<file path="src/hw/task_file_pkg.sv">
// Purpose: Shared constants and types for the task-file status/control block
// Assumes: 100 MHz core clock, byte-wide task-file port with 4-bit offsets
// Notes:   Offsets, field positions, reset values and timing counts live here; drive address bit positions are set in task_file_ctrl

package task_file_pkg;

  // ****************************************************************
  // Register offsets on the task-file port
  // ****************************************************************
  localparam logic [3:0] OFF_ERROR        = 4'h1;
  localparam logic [3:0] OFF_SECTOR_COUNT = 4'h2;
  localparam logic [3:0] OFF_CYL_HIGH     = 4'h5;
  localparam logic [3:0] OFF_HEAD_SELECT  = 4'h6;
  localparam logic [3:0] OFF_STATUS       = 4'h7;
  localparam logic [3:0] OFF_MIRROR_CTRL  = 4'he;
  localparam logic [3:0] OFF_DRIVE_ADDR   = 4'hf;

  // ****************************************************************
  // Field positions
  // ****************************************************************
  localparam int ST_BUSY = 7;
  localparam int ST_RDY  = 6;
  localparam int ST_DWF  = 5;
  localparam int ST_DSC  = 4;
  localparam int ST_DRQ  = 3;
  localparam int ST_CORRECTED_ERROR_FLAG = 2;
  localparam int ST_IDX  = 1;
  localparam int ST_ERR  = 0;
  localparam int CTL_SOFT_RESET = 2;
  localparam int CTL_INT_OFF    = 1;
  localparam int DH_LBA   = 6;
  localparam int DH_DRIVE = 4;
  localparam int ERR_ABORT = 2;

  // ****************************************************************
  // Reset and fixed values
  // ****************************************************************
  localparam logic [7:0] DH_ONES_MASK   = 8'ha0;
  localparam logic [7:0] DH_RESET       = 8'ha0;
  localparam logic [7:0] ERROR_RESET    = 8'h00;
  localparam logic [7:0] DIAG_NO_ERROR  = 8'h01;
  localparam logic [7:0] SECTOR_CNT_RST = 8'h01;
  localparam logic [7:0] BYTE_ZERO      = 8'h00;

  // ****************************************************************
  // Timing
  // ****************************************************************
  localparam int CLK_PERIOD_NS   = 10;
  localparam int BUSY_MAX_NS     = 400;
  localparam int BUF_CLASS2_US   = 700;
  localparam int BUF_CLASS3_MS   = 20;
  // Longest times round down
  localparam int BUSY_MAX_CYCLES = BUSY_MAX_NS / CLK_PERIOD_NS;
  localparam int BUF_CLASS2_CYCLES = (BUF_CLASS2_US * 1000) / CLK_PERIOD_NS;
  localparam int BUF_CLASS3_CYCLES = (BUF_CLASS3_MS * 1000000) / CLK_PERIOD_NS;
  localparam int TIMER_W = 22;

  // ****************************************************************
  // Types
  // ****************************************************************
  typedef enum logic [1:0] {CLASS_NONE, CLASS_1, CLASS_2, CLASS_3} cmd_class_e;

  typedef struct packed {
    logic       cs_n;
    logic       rd_n;
    logic       wr_n;
    logic [3:0] addr;
    logic [7:0] data;
  } host_bus_s;

endpackage

</file>
<file path="src/hw/cmd_class_decode.sv">
// Purpose: Maps a command code to its acceptance class
// Assumes: Pure combinational lookup, same clock as the caller
// Notes:   Unknown codes map to CLASS_NONE so the caller can abort them

`timescale 1ns/100ps
`default_nettype none

module cmd_class_decode (
  input  wire logic [7:0]               code,
  output var task_file_pkg::cmd_class_e cmd_class
);

  // ****************************************************************
  // Lookup table
  // ****************************************************************
  // Code lookup; wildcards cover the recalibrate and seek families
  always_comb begin
    casez (code)
      8'hc5, 8'hcd, 8'h3c:
        cmd_class = task_file_pkg::CLASS_3;
      8'h50, 8'he8, 8'hca, 8'h30, 8'h31, 8'h38:
        cmd_class = task_file_pkg::CLASS_2;
      8'he5, 8'h98, 8'hc0, 8'h90, 8'he7, 8'hec, 8'he3, 8'h97,
      8'he1, 8'h95, 8'h91, 8'h00, 8'he4, 8'hc8, 8'hc4, 8'hf8,
      8'h20, 8'h21, 8'h40, 8'h41, 8'h1?, 8'h03, 8'h7?, 8'hef,
      8'hf9, 8'hc6, 8'he6, 8'h99, 8'hb0, 8'he2, 8'h96, 8'he0,
      8'h94, 8'h87, 8'hf5:
        cmd_class = task_file_pkg::CLASS_1;
      default:
        cmd_class = task_file_pkg::CLASS_NONE;
    endcase
  end

endmodule

`default_nettype wire

</file>
<file path="src/hw/task_file_ctrl.sv">
// Purpose: Host-visible status, control and drive-select part of the task file
// Assumes: Host strobes are asynchronous pins; engine signals share CLK
// Notes:   Data register and command execution live in the media engine

`timescale 1ns/100ps
`default_nettype none

// Function
// - Head bit zero doubles as address bit 24
// - Status at 7h, mirror at Eh
// - Status read clears interrupt, mirror read does not
// - Busy denies host writes to command registers
// - Ready low until card accepts commands
// - Write fault flag; seek complete follows ready
// - Data request set for transfer, cleared next command
// - Corrected error flag, reads keep going
// - Index bit always reads zero
// - Error flag, failing address kept, cleared next command
// - Control register writable even while busy
// - Soft reset clears status, loads diagnostic code
// - Control bit one disables interrupt request
// - Read-only drive address register at Fh
// - Write gate reads low during writes
// - Inverted head bits and drive-selected bits
// - Class 1 sets busy within 400ns
// - Class 2 data request within 700us
// - Class 3 data request within 20ms
// - Command codes mapped to acceptance classes
// - Abort bit on invalid code or status
// - Drive bit must match configured drive number
module task_file_ctrl #(
  parameter int BUF2_CYCLES = task_file_pkg::BUF_CLASS2_CYCLES,
  parameter int BUF3_CYCLES = task_file_pkg::BUF_CLASS3_CYCLES
) (
  input  wire logic        CLK,
  input  wire logic        RSTN,
  input  wire logic        CE,
  input  wire logic        HOST_CS_N,
  input  wire logic        HOST_RD_N,
  input  wire logic        HOST_WR_N,
  input  wire logic [3:0]  HOST_ADDR,
  input  wire logic [7:0]  HOST_DATA_IN,
  output logic      [7:0]  HOST_DATA_OUT,
  output logic             HOST_DATA_OE,
  output logic             INTERRUPT_REQUEST_LINE_N,
  output logic             CFG_INT_DISABLE,
  output logic             SOFT_RESET,
  output logic             CMD_VALID,
  output logic      [7:0]  CMD_CODE,
  output logic      [1:0]  CMD_CLASS,
  output logic             LBA_MODE,
  output logic      [3:0]  HEAD_NUM,
  output logic      [3:0]  LBA_TOP,
  input  wire logic        CFG_DRIVE_NUM,
  input  wire logic        CARD_READY,
  input  wire logic        WRITE_ACTIVE,
  input  wire logic        WRITE_FAULT,
  input  wire logic        CORRECTED,
  input  wire logic        BUF_READY,
  input  wire logic        CMD_DONE,
  input  wire logic        CMD_ERR,
  input  wire logic [7:0]  CMD_ERR_BITS,
  input  wire logic [27:0] ERR_LBA
);

  // ****************************************************************
  // Host pin synchroniser
  // ****************************************************************
  typedef enum logic [1:0] {S_IDLE, S_BUSY, S_WAIT_BUF, S_XFER} cmd_state_e;

  task_file_pkg::host_bus_s   pin_bus;
  task_file_pkg::host_bus_s   sync1_reg, sync2_reg, prev_reg;
  task_file_pkg::cmd_class_e  dec_class;

  assign pin_bus = '{cs_n: HOST_CS_N, rd_n: HOST_RD_N, wr_n: HOST_WR_N,
                     addr: HOST_ADDR, data: HOST_DATA_IN};

  // Two flops, then a third copy for edge detection and the write address and data
  always_ff @(posedge CLK or negedge RSTN) begin
    if (!RSTN) begin
      sync1_reg <= '{cs_n: 1'b1, rd_n: 1'b1, wr_n: 1'b1, addr: 4'h0, data: 8'h00};
      sync2_reg <= '{cs_n: 1'b1, rd_n: 1'b1, wr_n: 1'b1, addr: 4'h0, data: 8'h00};
      prev_reg  <= '{cs_n: 1'b1, rd_n: 1'b1, wr_n: 1'b1, addr: 4'h0, data: 8'h00};
    end else if (CE) begin
      sync1_reg <= pin_bus;
      sync2_reg <= sync1_reg;
      prev_reg  <= sync2_reg;
    end
  end

  // ****************************************************************
  // Task-file state
  // ****************************************************************
  cmd_state_e               state_reg, state_next;
  logic [7:0]               dh_reg, dh_next;
  logic [7:0]               cb_reg [0:3];
  logic [7:0]               cb_next [0:3];
  logic [7:0]               error_reg, error_next;
  logic                     ready_reg, ready_next;
  logic                     fault_reg, fault_next;
  logic                     drq_reg, drq_next;
  logic                     corrected_error_flag_reg, corrected_error_flag_next;
  logic                     err_reg, err_next;
  logic                     pend_reg, pend_next;
  logic                     nien_reg, nien_next;
  logic                     srst_reg, srst_next;
  logic [task_file_pkg::TIMER_W-1:0] timer_reg, timer_next;
  logic [7:0]               dout_next;
  logic                     oe_next;
  logic                     cmd_valid_next;
  logic [7:0]               cmd_code_next;
  logic [1:0]               cmd_class_next;
  logic                     rd_edge, wr_edge, rd_active, selected, busy;
  logic [7:0]               status, drive_addr;
  logic [3:0]               wr_addr;
  logic [7:0]               wr_data;

  cmd_class_decode u_decode (
    .code      (wr_data),
    .cmd_class (dec_class)
  );

  // Strobe edges; writes use the values held while the strobe was low
  assign rd_edge   = prev_reg.rd_n && !sync2_reg.rd_n && !sync2_reg.cs_n;
  assign wr_edge   = !prev_reg.wr_n && sync2_reg.wr_n && !prev_reg.cs_n;
  assign rd_active = !sync2_reg.cs_n && !sync2_reg.rd_n;
  assign wr_addr   = prev_reg.addr;
  assign wr_data   = prev_reg.data;
  assign selected  = (dh_reg[task_file_pkg::DH_DRIVE] == CFG_DRIVE_NUM);
  assign busy      = (state_reg == S_BUSY) || (state_reg == S_WAIT_BUF);

  // Status image; soft reset reads all zero
  always_comb begin
    status = 8'h00;
    if (!srst_reg) begin
      status[task_file_pkg::ST_BUSY] = busy;
      status[task_file_pkg::ST_RDY]  = ready_reg;
      status[task_file_pkg::ST_DWF]  = fault_reg;
      status[task_file_pkg::ST_DSC]  = ready_reg;
      status[task_file_pkg::ST_DRQ]  = drq_reg;
      status[task_file_pkg::ST_CORRECTED_ERROR_FLAG] = corrected_error_flag_reg;
      status[task_file_pkg::ST_IDX]  = 1'b0;
      status[task_file_pkg::ST_ERR]  = err_reg;
    end
  end

  // Drive address image; bit 7 is undefined and reads zero here
  always_comb begin
    drive_addr    = 8'h00;
    drive_addr[6] = !WRITE_ACTIVE;
    drive_addr[5:2] = ~dh_reg[3:0];
    drive_addr[1] = !(ready_reg && selected && CFG_DRIVE_NUM);
    drive_addr[0] = !(ready_reg && selected && !CFG_DRIVE_NUM);
  end

  // Next-state logic for the whole task file
  always_comb begin
    state_next     = state_reg;
    dh_next        = dh_reg;
    for (int i = 0; i < 4; i++) begin
      cb_next[i] = cb_reg[i];
    end
    error_next     = error_reg;
    ready_next     = CARD_READY && !srst_reg;
    fault_next     = fault_reg || WRITE_FAULT;
    drq_next       = drq_reg;
    corrected_error_flag_next      = corrected_error_flag_reg || CORRECTED;
    err_next       = err_reg;
    pend_next      = pend_reg;
    nien_next      = nien_reg;
    srst_next      = srst_reg;
    timer_next     = timer_reg;
    cmd_valid_next = 1'b0;
    cmd_code_next  = CMD_CODE;
    cmd_class_next = CMD_CLASS;
    dout_next      = HOST_DATA_OUT;
    oe_next        = rd_active && HOST_DATA_OE;

    // Host read: answer latched at the falling strobe edge
    if (rd_edge) begin
      oe_next   = selected || (sync2_reg.addr == task_file_pkg::OFF_HEAD_SELECT);
      dout_next = task_file_pkg::BYTE_ZERO;
      case (sync2_reg.addr)
        task_file_pkg::OFF_ERROR:       dout_next = error_reg;
        task_file_pkg::OFF_HEAD_SELECT: dout_next = dh_reg | task_file_pkg::DH_ONES_MASK;
        task_file_pkg::OFF_STATUS: begin
          dout_next = status;
          if (selected) begin
            pend_next = 1'b0;
          end
        end
        task_file_pkg::OFF_MIRROR_CTRL: dout_next = status;
        task_file_pkg::OFF_DRIVE_ADDR:  dout_next = drive_addr;
        default: begin
          if (sync2_reg.addr >= task_file_pkg::OFF_SECTOR_COUNT &&
              sync2_reg.addr <= task_file_pkg::OFF_CYL_HIGH) begin
            dout_next = cb_reg[2'(sync2_reg.addr - task_file_pkg::OFF_SECTOR_COUNT)];
          end
        end
      endcase
    end

    // Control register: always writable, upper bits ignored
    if (wr_edge && wr_addr == task_file_pkg::OFF_MIRROR_CTRL) begin
      nien_next = wr_data[task_file_pkg::CTL_INT_OFF];
      srst_next = wr_data[task_file_pkg::CTL_SOFT_RESET];
    end

    // Command block writes only when idle of busy
    if (wr_edge && !busy && !srst_reg) begin
      if (wr_addr == task_file_pkg::OFF_HEAD_SELECT) begin
        dh_next = wr_data | task_file_pkg::DH_ONES_MASK;
      end else if (selected && wr_addr >= task_file_pkg::OFF_SECTOR_COUNT &&
                   wr_addr <= task_file_pkg::OFF_CYL_HIGH) begin
        cb_next[2'(wr_addr - task_file_pkg::OFF_SECTOR_COUNT)] = wr_data;
      end else if (selected && wr_addr == task_file_pkg::OFF_STATUS) begin
        // New command clears the previous outcome
        drq_next   = 1'b0;
        err_next   = 1'b0;
        fault_next = WRITE_FAULT;
        corrected_error_flag_next  = CORRECTED;
        error_next = task_file_pkg::ERROR_RESET;
        if (dec_class == task_file_pkg::CLASS_NONE || !ready_reg) begin
          err_next   = 1'b1;
          error_next[task_file_pkg::ERR_ABORT] = 1'b1;
          pend_next  = 1'b1;
          state_next = S_IDLE;
        end else begin
          cmd_valid_next = 1'b1;
          cmd_code_next  = wr_data;
          cmd_class_next = dec_class;
          if (dec_class == task_file_pkg::CLASS_1) begin
            state_next = S_BUSY;
          end else begin
            state_next = S_WAIT_BUF;
            timer_next = (dec_class == task_file_pkg::CLASS_2) ?
                         task_file_pkg::TIMER_W'(BUF2_CYCLES) :
                         task_file_pkg::TIMER_W'(BUF3_CYCLES);
          end
        end
      end
    end

    // Engine progress
    case (state_reg)
      S_WAIT_BUF: begin
        if (BUF_READY) begin
          drq_next   = 1'b1;
          state_next = S_XFER;
        end else if (timer_reg == '0) begin
          // Buffer never came: abort so the host is not left hanging
          err_next   = 1'b1;
          error_next[task_file_pkg::ERR_ABORT] = 1'b1;
          pend_next  = 1'b1;
          state_next = S_IDLE;
        end else begin
          timer_next = timer_reg - 1'b1;
        end
      end
      S_BUSY, S_XFER: begin
        if (CMD_DONE) begin
          drq_next   = 1'b0;
          pend_next  = 1'b1;
          state_next = S_IDLE;
          if (CMD_ERR) begin
            err_next   = 1'b1;
            error_next = CMD_ERR_BITS;
            cb_next[1] = ERR_LBA[7:0];
            cb_next[2] = ERR_LBA[15:8];
            cb_next[3] = ERR_LBA[23:16];
            dh_next    = {dh_reg[7:4], ERR_LBA[27:24]};
          end
        end
      end
      S_IDLE: begin
        state_next = state_next;
      end
      default: state_next = S_IDLE;
    endcase

    // Soft reset overrides command state, status flags and error register while the bit stays high
    if (srst_next) begin
      state_next = S_IDLE;
      drq_next   = 1'b0;
      err_next   = 1'b0;
      fault_next = 1'b0;
      corrected_error_flag_next  = 1'b0;
      pend_next  = 1'b0;
      error_next = task_file_pkg::DIAG_NO_ERROR;
      cmd_valid_next = 1'b0;
    end
  end

  // Registers; outputs come straight from flops
  always_ff @(posedge CLK or negedge RSTN) begin
    if (!RSTN) begin
      state_reg <= S_IDLE;
      dh_reg    <= task_file_pkg::DH_RESET;
      cb_reg[0] <= task_file_pkg::SECTOR_CNT_RST;
      cb_reg[1] <= task_file_pkg::BYTE_ZERO;
      cb_reg[2] <= task_file_pkg::BYTE_ZERO;
      cb_reg[3] <= task_file_pkg::BYTE_ZERO;
      error_reg <= task_file_pkg::ERROR_RESET;
      ready_reg <= 1'b0;
      fault_reg <= 1'b0;
      drq_reg   <= 1'b0;
      corrected_error_flag_reg  <= 1'b0;
      err_reg   <= 1'b0;
      pend_reg  <= 1'b0;
      nien_reg  <= 1'b0;
      srst_reg  <= 1'b0;
      timer_reg <= '0;
      HOST_DATA_OUT   <= 8'h00;
      HOST_DATA_OE    <= 1'b0;
      INTERRUPT_REQUEST_LINE_N          <= 1'b1;
      CFG_INT_DISABLE <= 1'b0;
      SOFT_RESET      <= 1'b0;
      CMD_VALID       <= 1'b0;
      CMD_CODE        <= 8'h00;
      CMD_CLASS       <= 2'h0;
      LBA_MODE        <= 1'b0;
      HEAD_NUM        <= 4'h0;
      LBA_TOP         <= 4'h0;
    end else if (CE) begin
      state_reg <= state_next;
      dh_reg    <= dh_next;
      cb_reg    <= cb_next;
      error_reg <= error_next;
      ready_reg <= ready_next;
      fault_reg <= fault_next;
      drq_reg   <= drq_next;
      corrected_error_flag_reg  <= corrected_error_flag_next;
      err_reg   <= err_next;
      pend_reg  <= pend_next;
      nien_reg  <= nien_next;
      srst_reg  <= srst_next;
      timer_reg <= timer_next;
      HOST_DATA_OUT   <= dout_next;
      HOST_DATA_OE    <= oe_next;
      INTERRUPT_REQUEST_LINE_N          <= !(pend_next && !nien_next);
      CFG_INT_DISABLE <= nien_next;
      SOFT_RESET      <= srst_next;
      CMD_VALID       <= cmd_valid_next;
      CMD_CODE        <= cmd_code_next;
      CMD_CLASS       <= cmd_class_next;
      LBA_MODE        <= dh_next[task_file_pkg::DH_LBA];
      HEAD_NUM        <= dh_next[task_file_pkg::DH_LBA] ? 4'h0 : dh_next[3:0];
      LBA_TOP         <= dh_next[task_file_pkg::DH_LBA] ? dh_next[3:0] : 4'h0;
    end
  end

endmodule

`default_nettype wire

</file>
<file path="config.mk">
export PLATFORM = sky130hd
export DESIGN_NAME = task_file_ctrl
export DESIGN_NICKNAME = d
export VERILOG_FILES = /design/src/hw/task_file_pkg.sv /design/src/hw/cmd_class_decode.sv /design/src/hw/task_file_ctrl.sv
export SDC_FILE = /design/constraint.sdc
export NUM_CORES = 1
export LEC_CHECK = 0
export ABC_AREA = 1
export BUFFER_PORTS_ARGS = -buffer_cell sky130_fd_sc_hd__buf_4
export CAP_MARGIN = 15
export CORE_MARGIN = 5
export CORE_UTILIZATION = 60
export DETAILED_ROUTE_END_ITERATION = 8
export PLACE_DENSITY = 0.79
export SLEW_MARGIN = 0
export SYNTH_ARGS = -nofsm -noshare
export SYNTH_HDL_FRONTEND = slang
export SYNTH_HIERARCHICAL = 1
export SYNTH_SLANG_ARGS = --single-unit
</file>
<file path="constraint.sdc">
create_clock -name CLK -period 3.4 [get_ports CLK]
set_input_delay 0.68 -clock CLK [delete_from_list [all_inputs] [get_ports CLK]]
set_output_delay 0.68 -clock CLK [all_outputs]
set_load 0.1 [all_outputs]
</file>
Yosys cells after proc, flatten, opt, wreduce, memory -nomap -nowiden
Cells that the tools add are included.
W data, S select, Z words.
{"block": "op_classes", "n_addsub": 3, "n_lt_le_gt_ge": 7, "eq_ne": 58, "muxes": 107, "n_bitwise": 6, "reduce_logical": 50}
{"cell": "$eq A8 B8 Y1 const B", "n": 31}
{"cell": "$mux W22", "n": 9}
{"cell": "$mux W24", "n": 6}
{"cell": "$mux W8", "n": 17}
{"cell": "$mux W1", "n": 50}
{"cell": "$eq A8 B6 Y1 const B", "n": 6}
{"cell": "$reduce_or A35 Y1", "n": 1}
{"cell": "$bwmux W32", "n": 1}
{"cell": "$pmux W8 S4", "n": 1}
{"cell": "$eq A8 B7 Y1 const B", "n": 3}
{"cell": "$logic_not A22 Y1", "n": 1}
{"cell": "$mux W2", "n": 11}
{"cell": "$sub A22 B1 Y22 const B", "n": 1}
{"cell": "$mux W21", "n": 1}
{"cell": "$eq A4 B3 Y1 const B", "n": 5}
{"cell": "$logic_and A1 B1 Y1", "n": 19}
{"cell": "$bmux W8 S2", "n": 1}
{"cell": "$demux W8 S2", "n": 1}
{"cell": "$logic_not A1 Y1", "n": 13}
{"cell": "$eq A4 B4 Y1 const B", "n": 3}
{"cell": "$pmux W2 S3", "n": 2}
{"cell": "$eq A4 B1 Y1 const B", "n": 2}
{"cell": "$eq A8 B2 Y1 const B", "n": 1}
{"cell": "$ge A4 B2 Y1 const B", "n": 2}
{"cell": "23 further kinds", "n": 43}
{"block": "word_totals", "ff_bits": 155, "out_inout_bits": 32, "elab_cells": 272}

Logic depth before layout (Yosys ltp)
Gate-level depths: netlist of run 1.
{"block": "depth", "ltp_word": 16, "mapped_depth": 18}

Cells and area by module
The synthesis of run 1 kept the hierarchy.
{"mod": "task_file_ctrl", "n_inst": 1, "cells_per_inst": 1127, "area_per_inst_um2": 8245.4, "seq_area_each_um2": 3817.4}
{"mod": "cmd_class_decode", "n_inst": 1, "cells_per_inst": 109, "area_per_inst_um2": 437.9, "seq_area_each_um2": 0.0}

Worst setup path before layout of run 1
Ideal clock, no wire load.
{"block": "synth_timing", "path_type": "register -> register", "startpoint": "register prev_reg, in the netlist wr_data[7]", "endpoint": "register INTERRUPT_REQUEST_LINE_N", "setup_ps": 72, "t_arrival_ps": 2023, "required_ps": 3328, "setup_slack_ps": 1304, "path_stages_with_launch": 19, "period_less_slack_ps": 2096, "cell_sequence": "dfrtp_1 > nand2_2 > clkinv_2 > nand2_1 > nand2_1 > nand2_1 > nand2_1 > inv_1 > nand3_1 > nor2_1 > nand2_1 > o21ai_0 > nand3_1 > nand2_1 > o21ai_0 > nand2_1 > nand3_1 > nand2_1 > inv_1"}
{"block": "synth_between", "elab_chain_len": 16, "word_cells_on_any_way": 62, "classes_between": "eq/ne (43); mux (11); reduce/logical (8)"}
{"item": "start, declared", "line_no": "task_file_ctrl.sv:72", "text": "task_file_pkg::host_bus_s sync1_reg, sync2_reg, prev_reg;"}
{"item": "start signal, assigned", "line_no": "task_file_ctrl.sv:83", "text": "prev_reg <= '{cs_n: 1'b1, rd_n: 1'b1, wr_n: 1'b1, addr: 4'h0, data: 8'h00};"}
{"item": "start signal, assigned", "line_no": "task_file_ctrl.sv:87", "text": "prev_reg <= sync2_reg;"}
{"item": "$eq A8 B8 Y1, or another cell as far along", "line_no": "cmd_class_decode.sv:18", "text": "casez (code)"}
{"item": "$reduce_or A35 Y1, or another cell as far along", "line_no": "cmd_class_decode.sv:18"}
{"item": "$pmux W2 S3 *", "line_no": "cmd_class_decode.sv:18"}
{"item": "net dec_class[0]", "line_no": "task_file_ctrl.sv:73", "text": "task_file_pkg::cmd_class_e dec_class;"}
{"item": "$logic_not A2 Y1 *", "line_no": "task_file_ctrl.sv:223", "text": "if (dec_class == task_file_pkg::CLASS_NONE || !ready_reg) begin"}
{"item": "$logic_or A1 B1 Y1 *", "line_no": "task_file_ctrl.sv:223"}
{"item": "$mux W1 *", "line_no": "task_file_ctrl.sv:223"}
{"item": "$mux W1 *", "line_no": "task_file_ctrl.sv:216", "text": "end else if (selected && wr_addr == task_file_pkg::OFF_STATUS) begin"}
{"item": "$mux W1 *", "line_no": "task_file_ctrl.sv:213", "text": "end else if (selected && wr_addr >= task_file_pkg::OFF_SECTOR_COUNT &&"}
{"item": "$mux W1 *", "line_no": "task_file_ctrl.sv:211", "text": "if (wr_addr == task_file_pkg::OFF_HEAD_SELECT) begin"}
{"item": "$mux W1 *", "line_no": "task_file_ctrl.sv:210", "text": "if (wr_edge && !busy && !srst_reg) begin"}
{"item": "$mux W1", "line_no": "task_file_ctrl.sv:250", "text": "end else if (timer_reg == '0) begin"}
{"item": "$mux W1", "line_no": "task_file_ctrl.sv:247", "text": "if (BUF_READY) begin"}
{"item": "$pmux W1 S2 *", "line_no": "task_file_ctrl.sv:245", "text": "case (state_reg)"}
{"item": "$mux W1 *", "line_no": "task_file_ctrl.sv:282", "text": "if (srst_next) begin"}
{"item": "$logic_and A1 B1 Y1 *", "line_no": "task_file_ctrl.sv:340", "text": "INTERRUPT_REQUEST_LINE_N <= !(pend_next && !nien_next);"}
{"item": "$logic_not A1 Y1 *", "line_no": "task_file_ctrl.sv:340"}
{"item": "end signal, assigned", "line_no": "task_file_ctrl.sv:340"}
{"item": "end, declared", "line_no": "task_file_ctrl.sv:45", "text": "output logic INTERRUPT_REQUEST_LINE_N,"}
Mark *: on every way through the listed nets, which the timed path passes. The rest lies on a longest branch.
A chain may end at the register's enable or synchronous reset.

Final worst setup path of run 1
{"block": "layout_timing", "startpoint": "register prev_reg, in the netlist wr_data[1]", "endpoint": "register error_reg[2]"}
{"block": "layout_between", "elab_chain_len": 14, "word_cells_on_any_way": 59, "classes_between": "eq/ne (41); mux (12); reduce/logical (6)"}
{"item": "$eq A8 B8 Y1, or another cell as far along", "line_no": "cmd_class_decode.sv:18"}
{"item": "$reduce_or A35 Y1, or another cell as far along", "line_no": "cmd_class_decode.sv:18"}
{"item": "$pmux W2 S3 *", "line_no": "cmd_class_decode.sv:18"}
{"item": "net dec_class[0]", "line_no": "task_file_ctrl.sv:73"}
{"item": "$logic_not A2 Y1 *", "line_no": "task_file_ctrl.sv:223"}
{"item": "$logic_or A1 B1 Y1 *", "line_no": "task_file_ctrl.sv:223"}
{"item": "$mux W1 *", "line_no": "task_file_ctrl.sv:223"}
{"item": "$mux W8 *", "line_no": "task_file_ctrl.sv:216"}
{"item": "$mux W8 *", "line_no": "task_file_ctrl.sv:213"}
{"item": "$mux W8 *", "line_no": "task_file_ctrl.sv:211"}
{"item": "$mux W8 *", "line_no": "task_file_ctrl.sv:210"}
{"item": "$mux W8 or $mux W1 (tied branches)", "line_no": "task_file_ctrl.sv:265, task_file_ctrl.sv:250"}
{"item": "$mux W8 or $mux W1 (tied branches)", "line_no": "task_file_ctrl.sv:261, task_file_ctrl.sv:247"}
{"item": "$pmux W1 S2 *", "line_no": "task_file_ctrl.sv:245"}
{"item": "$mux W8 *", "line_no": "task_file_ctrl.sv:282"}
{"item": "end signal, assigned", "line_no": "task_file_ctrl.sv:303", "text": "error_reg <= task_file_pkg::ERROR_RESET;"}
{"item": "end signal, assigned", "line_no": "task_file_ctrl.sv:328", "text": "error_reg <= error_next;"}
{"item": "end, declared", "line_no": "task_file_ctrl.sv:98", "text": "logic [7:0] error_reg, error_next;"}
Marks and branches as above.

==> metrics.md, run 1 <==
| Metric | Value |
|---|---|
| EDFF count, synth | 0 |
| Area grow syn2layout | 17.1% |
| Clock sink total | around 150 |
| Max reg flops | 32 |
| VDD IR max | 0.000437 V |
| Clock Tree Buf Depth | 2 |
| Routed Antenna Nets | 0 |
| Synth Area in Compound Gates | 11.7% |
| Avg Cell Area, Syn | 7.03 um2 |
| Worst Setup Slack, final | 0.681 ns |
| Unrepaired setup endpoints after global routing | no |
| PostCTS Resize Cnt | 0 |
| Initial Util | 60.4% |
| Router iterations before antenna repair | 7 |
| Register area share after synthesis | 44.0% |
| Number of vias per cell | roughly 5.6 |
| Actual slew at the worst max-slew pin | 0.600 ns |
| Post-Synth XOR/XNOR Area | less than 1% |
| Status | completed |
| Final Max Slew Viols | 0 |
| Prevailing post-synth register cell | dfrtp_1 |
| DRT Wirelength | between 20,000 and 25,000 um |
| Kind of critical path | flip-flop to flip-flop |
| Antenna Cells | 0 |
| Switching portion of total power | 34.9% |
| Minimum clock period | 2.72 ns |
| Power density over cell area | 531 mW/mm2 |
| Final net count | 1,393 |
| # Max-Cap Violations | 0 |
| Sw Pwr | approximately 0.0019 W |
| CP endpoint kind | flip-flop |
| Hpwl dp | 17,300 um |
| Routability Congestion | between 0.9 and 1 |
| Initial antenna violation count | 0 |
| Worst path arrival time | 3.09 ns |
| Clk slew on worst S/H paths | around 0.06 ns |
| Post-synthesis mux area share | 0% |
| Final routed DRC violation total | 0 |
| Max Fanout on Critical Path | 8 |
| CTS tree | built |
| Layout cells sized above 1 | 15.3% |
| Full die area | 0.0170 mm2 |
| Syn Nets | between 1k and 1.5k |
| Largest family of logic cells by synthesized area | simple AND/OR/NAND/NOR gates |
| DR vias | 8,483 |
| Drt wl/cell | approximately 16 um |
| Post-Syn Area | 0.00868 mm2 |
| Setup violations, final | 0 |
| DRT iter0 DRCs | 870 |
| Hold bufs inserted after CTS | 0 |
| DP Area | 0.00955 mm2 |
| Total GRT Usage | between 20% and 30% |
| Clock skew | 0.00912 ns |
| Total setup buffers inserted after CTS | 0 |
| Vias in the first global route | 7,931 |
| Synth area leader | dfrtp_1 |
| Sequential Power Share | 40.4% |
| Synth Area in Simple Gates | 35.0% |
| Die width | 130 um |
| First-pass GRT wire length | approximately 40,000 um |
| Yosys reg bits | 152 |
| YS warnings | 6 |
| Num ports | 94 |
| Max Clock Freq | 368 MHz |
| Worst endpoint required time | approximately 3.8 ns |
| Synth unique cells | 43 |
| GR Overflow Total | 0 |
| Yosys top cell area share | slightly above 40% |
| Finished Core Util | 70.8% |
| Area share of fa/ha/maj cells after synthesis | 1.01% |
| Lkg Pwr | roughly 5.2 nW |
| Core region area | 0.0144 mm2 |
| Fin Hold WS | 0.185 ns |
| Std-Cell Rows | 44 |
| Critical Path Source Type | flip-flop |
| Post-Syn Instances | 1,236 |
| # H-tree levels | 4 |
| Asr flop ratio synth | 100% |
| Clock Power Share | 37.4% |
| Setup Slack @ Placement | 0.725 ns |
| Area contributors post-synth | dfrtp_1, nand2_1, nor2_1 |
| Final worst-path cycle share | about four fifths |
| Post-route cell area | 0.0102 mm2 |
| Clock latency on the worst-skew pair | around 0.43 ns |
| Root Buffer | clkbuf_16 |
| CTS Buf Count | 17 |
| Hold Path Class | input pin to async pin |
| Setup TNS | 0 ns |
| Logic pwr share | 22.2% |
| Die height | approximately 130 um |
| Internal power | 0.00352 W |
| Buffers on Ports | slightly above 90 |
| Fin. Hold Viols | 0 |
| Largest net degree at the start of global routing | 57 |
| Slew headroom | 59.9% |
kinds of logic after synthesis:
family / Yosys count
buf+inv: 165
fa+ha+maj: 7
simple gates: 724
xor+xnor: 7
compound gates: 181
flops: 152
cell usage in the layout (no fill, tap or decap), types with 4 or more instances in the layout:
cell type	instances
a21oi_1	24
o22ai_1	12
nand2_1	423
nor2_2	7
ha_1	7
a21oi_2	10
nand4_1	10
dfstp_2	11
o21ai_1	14
o21ai_0	102
nor2_1	166
nor2_4	6
inv_2	10
dfrtp_1	141
inv_6	5
buf_4	104
a2bb2oi_1	4
inv_1	114
clkbuf_16	17
nand3_1	77
a22oi_1	7
nor3_1	10
xor2_1	5
nand2_2	10
power by group through the flow:
stage               Sequential, W  Combinational, W  Clock (W)
detailed placement        0.00221           0.00118          0
CTS                       0.00218           0.00119    0.00204
global route              0.00220           0.00130    0.00212
finish                    0.00219           0.00120    0.00202
global placement          0.00221           0.00117          0
floorplan                 0.00252          0.000480          0
metrics by stage:
step / total power, W / cells
6_report: 0.00540 / 1521
5_1_grt: 0.00562 / 1521
4_1_cts: 0.00541 / 1521
3_5_place_dp: 0.00339 / 1489
3_3_place_gp: 0.00338 / 1489
2_1_floorplan: 0.00300 / 1236
area by class of cell:
class	count	area, um2
Clock buffer	18	439
Inverter	128	482
Timing Repair Buffer	106	812
Fill cell	1198	4200
Sequential cell	152	3820
Multi-Input combinational cell	919	4210
Clock inverter	14	186
Tap cell	184	230
cells in the mapped netlist (all sizes together), types with 4 or more instances:
cell and n:
a21oi 34, a22oi 7, a2bb2oi 4, buf 14, clkbuf 23, clkinv 4, dfrtp 141, dfstp 11
ha 7, inv 124, nand2 436, nand3 79, nand3b 4, nand4 10, nor2 180, nor3 12
o21ai 116, o22ai 12, xor2 5
final timing paths:
path,from,to,slack (ns),cells after the start
max,wr_data[1],error_reg[2],0.68,15
max reg2reg,wr_data[1],error_reg[2],0.68,15
min in group CLK,HOST_ADDR[3],sync1_reg[11],0.45,3
max in group asynchronous,RSTN,prev_reg[13],2.42,2
min reg2reg,sync1_reg[12],sync1_reg[12],0.47,2
min,RSTN,timer_reg[2],0.19,1
metal layers:
layer  wire length (um)  GRT usage, %  vias to the layer above
met2              11400          46.1                      383
met1              10500          41.5                     3927
li1                   -             -                     4107
met5                  0             0                        -
met4                627          10.5                        0
met3               2040          7.49                       66
worst max-delay path, stage by stage (launching register included):
cell	delay (ns)
dfrtp_1	0.56
inv_1	0.13
nand2_1	0.20
inv_1	0.09
nand2_1	0.10
nor2_1	0.05
nor2_1	0.10
nand2_1	0.06
nor2_1	0.09
nand2_1	0.17
o21ai_0	0.44
nand3b_1	0.26
nand2_1	0.10
a21oi_1	0.15
o21ai_1	0.09
nand2_1	0.06
Note: power is estimated with default switching activity, not from simulation.
==> inputs of run 2 (changes only) <==
--- a/config.mk
+++ b/config.mk
@@ -9,9 +9,9 @@
 export BUFFER_PORTS_ARGS = -buffer_cell sky130_fd_sc_hd__buf_4
 export CAP_MARGIN = 15
 export CORE_MARGIN = 5
-export CORE_UTILIZATION = 60
+export CORE_UTILIZATION = 54
 export DETAILED_ROUTE_END_ITERATION = 8
-export PLACE_DENSITY = 0.79
+export PLACE_DENSITY = 0.75
 export SLEW_MARGIN = 0
 export SYNTH_ARGS = -nofsm -noshare
 export SYNTH_HDL_FRONTEND = slang
==> constraint.sdc (replaced) <==
create_clock -name CLK -period 2.2 [get_ports CLK]
set_input_delay 0.44 -clock CLK [delete_from_list [all_inputs] [get_ports CLK]]
set_output_delay 0.44 -clock CLK [all_outputs]
set_load 0.1 [all_outputs]
==> metrics.md, run 2 (same netlist as run 1, synthesis figures left out) <==
| Metric | Value |
|---|---|
| Largest net degree at the start of global routing | 60 (+5.3%) |
| Status | completed |
| Hold path startpoint | HOST_DATA_IN[4] |
| R2R Path End | CMD_CODE[7] |
| Worst path arrival time | 2.47 ns (-0.62 ns) |
| Clock latency on the worst-skew pair | 0.43 ns (about the same) |
| Finished Core Util | 68.8% (-2.0 points) |
| Kind of critical path | flip-flop to flip-flop |
| Routability Congestion | 0.927 (-1.5%) |
| First-pass GRT wire length | 41,600 um (+4.1%) |
| Clock Power Share | 36.9% (-0.5 points) |
| # Max-Cap Violations | 0 (unchanged) |
| Sw Pwr | 0.00304 W (+61%) |
| Hold EP | sync1_reg[4] |
| Reg2Reg Depth | 15 (unchanged) |
| Layout cells sized above 1 | 21.5% (+6.3 points) |
| DRT Wirelength | 25,700 um (+4.5%) |
| Std-Cell Rows | 46 (+4.5%) |
| Num ports | 94 (unchanged) |
| Clk slew on worst S/H paths | 0.07 ns (about the same) |
| Final Max Slew Viols | 0 (unchanged) |
| Root Buffer | clkbuf_16 |
| Max reg flops | 32 (unchanged) |
| Setup violations, final | 0 (unchanged) |
| Max Fanout on Critical Path | 20 (+12) |
| Router iterations before antenna repair | 7 (unchanged) |
| Initial antenna violation count | 0 (unchanged) |
| Slew headroom | 65.4% (+5.5 points) |
| DR vias | 8,723 (+2.8%) |
| Final routed DRC violation total | 0 (unchanged) |
| Most frequent cells in the layout | nand2_1, buf_4, nor2_1 |
| CTS tree | built |
| Minimum clock period | 2.15 ns (-0.567 ns) |
| Worst endpoint required time | 2.52 ns (-1.25 ns) |
| CP endpoint kind | flip-flop |
| Unrepaired setup endpoints after global routing | yes |
| Critical Path Source Type | flip-flop |
| GR Overflow Total | 0 (unchanged) |
| Max Clock Freq | 465 MHz (+26%) |
| Routed Antenna Nets | 0 (unchanged) |
| VDD IR max | 0.000632 V (+44%) |
| Post-route cell area | 0.0109 mm2 (+7.1%) |
| Internal power | 0.00555 W (+58%) |
| # H-tree levels | 4 (unchanged) |
| Die width | 137 um (+5.0%) |
| Lkg Pwr | 5.53 nW (+6.7%) |
| DP Area | 0.0101 mm2 (+5.6%) |
| Hold Path Class | input pin to flip-flop |
| Commonest non-fill, non-tap cell in the layout | nand2_1 |
| Initial Util | 54.9% (-5.6 points) |
| Drt wl/cell | 15.9 um (-1.6%) |
| Core region area | 0.0158 mm2 (+10%) |
| Final worst-path cycle share | 97.8% (+18 points) |
| Hpwl dp | 18,900 um (+8.9%) |
| Clock skew | 0.0112 ns (+0.00208 ns) |
| Logic pwr share | 24.3% (+2.1 points) |
| Power density over cell area | 789 mW/mm2 (+49%) |
| Switching portion of total power | 35.4% (+0.49 points) |
| Number of vias per cell | 5.40 (-3.2%) |
| Full die area | 0.0187 mm2 (+10%) |
| Buffers on Ports | 93 (unchanged) |
| Antenna Cells | 0 (unchanged) |
| CTS Buf Count | 17 (unchanged) |
| Worst Hold Depth | 3 |
| Actual slew at the worst max-slew pin | 0.514 ns (-0.0858 ns) |
| DRT iter0 DRCs | 949 (+9.1%) |
| Area grow syn2layout | 25.5% |
| Vias in the first global route | 8,244 (+3.9%) |
| Sequential Power Share | 38.8% (-1.6 points) |
| Crit Reg-Reg Startpoint | wr_data[2] |
| Fin. Hold Viols | 0 (unchanged) |
| Clock Tree Buf Depth | 2 (unchanged) |
| Final net count | 1,455 (+4.5%) |
| Die height | 137 um (+5.0%) |
| R2r setup slk | 0.05 ns (-0.63 ns) |
| Clock sink total | 152 (unchanged) |
| Total GRT Usage | 28.3% (-1.7 points) |
[run 2: cell types whose count changed in the layout (fill, tap and decap cells not counted), moves of 7 or more]
cell,change
buf_4,+54
nand2_2,+7
nor2_1,-10
nand2_1,-9
[run 2: worst max-delay path, stage by stage (launching register included)]
cell     delay, ns
dfrtp_2       0.45
inv_1         0.10
nand2_1       0.14
nor2_2        0.21
nor2_1        0.06
nand2_1       0.06
nand2_1       0.06
nand2_1       0.10
nor2_4        0.05
nand2_2       0.08
o21ai_4       0.07
nor3_2        0.25
buf_12        0.20
nor2_1        0.07
a21oi_2       0.10
inv_1         0.04
[run 2: worst max-delay path by stage]
stage                from                       end  slack, ns
2_1_floorplan  wr_data[7]  INTERRUPT_REQUEST_LINE_N       0.10
3_3_place_gp   wr_data[2]              error_reg[2]      -0.20
3_5_place_dp   wr_data[2]  INTERRUPT_REQUEST_LINE_N      -0.23
4_1_cts        wr_data[5]              error_reg[2]      0.006
5_1_grt        wr_data[0]              error_reg[2]      -0.14
6_report       wr_data[2]               CMD_CODE[7]       0.05
[run 2: cell type report]
| class | count | area (um2) |
|---|---|---|
| Sequential cell | 152 | 3820 |
| Timing Repair Buffer | 168 | 1350 |
| Multi-Input combinational cell | 919 | 4340 |
| Tap cell | 216 | 270 |
| Fill cell | 1336 | 4930 |
| Clock buffer | 17 | 425 |
| Clock inverter | 15 | 205 |
| Inverter | 128 | 482 |
[run 2: timing repair]
| action | in CTS | in global routing |
|---|---|---|
| setup buffers | 0 | 3 |
| hold buffers | 1 | 0 |
| gates resized for setup | 7 | 44 |
| setup endpoints to repair | 16 | 70 |
| hold endpoints to repair | 33 | 0 |
| pin swaps | 0 | 12 |
[run 2: metal layers]
layer	vias to the layer above	track usage, %	part of all wire, %	wire, um
li1	4229	-	-	-
met1	4103	39.0	43	10900
met2	356	45.9	48	12400
met3	35	6.18	7.8	1990
met4	0	6.37	1.4	367
met5	-	0	0	0
[run 2: power groups by stage]
stage / logic, W / registers (W) / clock network (W)
finish: 0.00209 / 0.00334 / 0.00317
global route: 0.00225 / 0.00337 / 0.00332
CTS: 0.00203 / 0.00333 / 0.00320
detailed placement: 0.00201 / 0.00337 / 0
global placement: 0.00199 / 0.00337 / 0
floorplan: 0.000742 / 0.00389 / 0
[run 2: through the flow]
step	std cells	hold WS (ns)	power (W)	TNS, ns	worst slack, ns
after floorplan	1236	0.144	0.00463	0	0.104
after global placement	1579	0.381	0.00536	-1.63	-0.200
after detailed placement	1579	0.386	0.00539	-2.06	-0.230
after CTS	1612	0.196	0.00856	0	0.00606
after global routing	1615	0.201	0.00894	-1.30	-0.145
final	1615	0.201	0.00860	0	0.0482
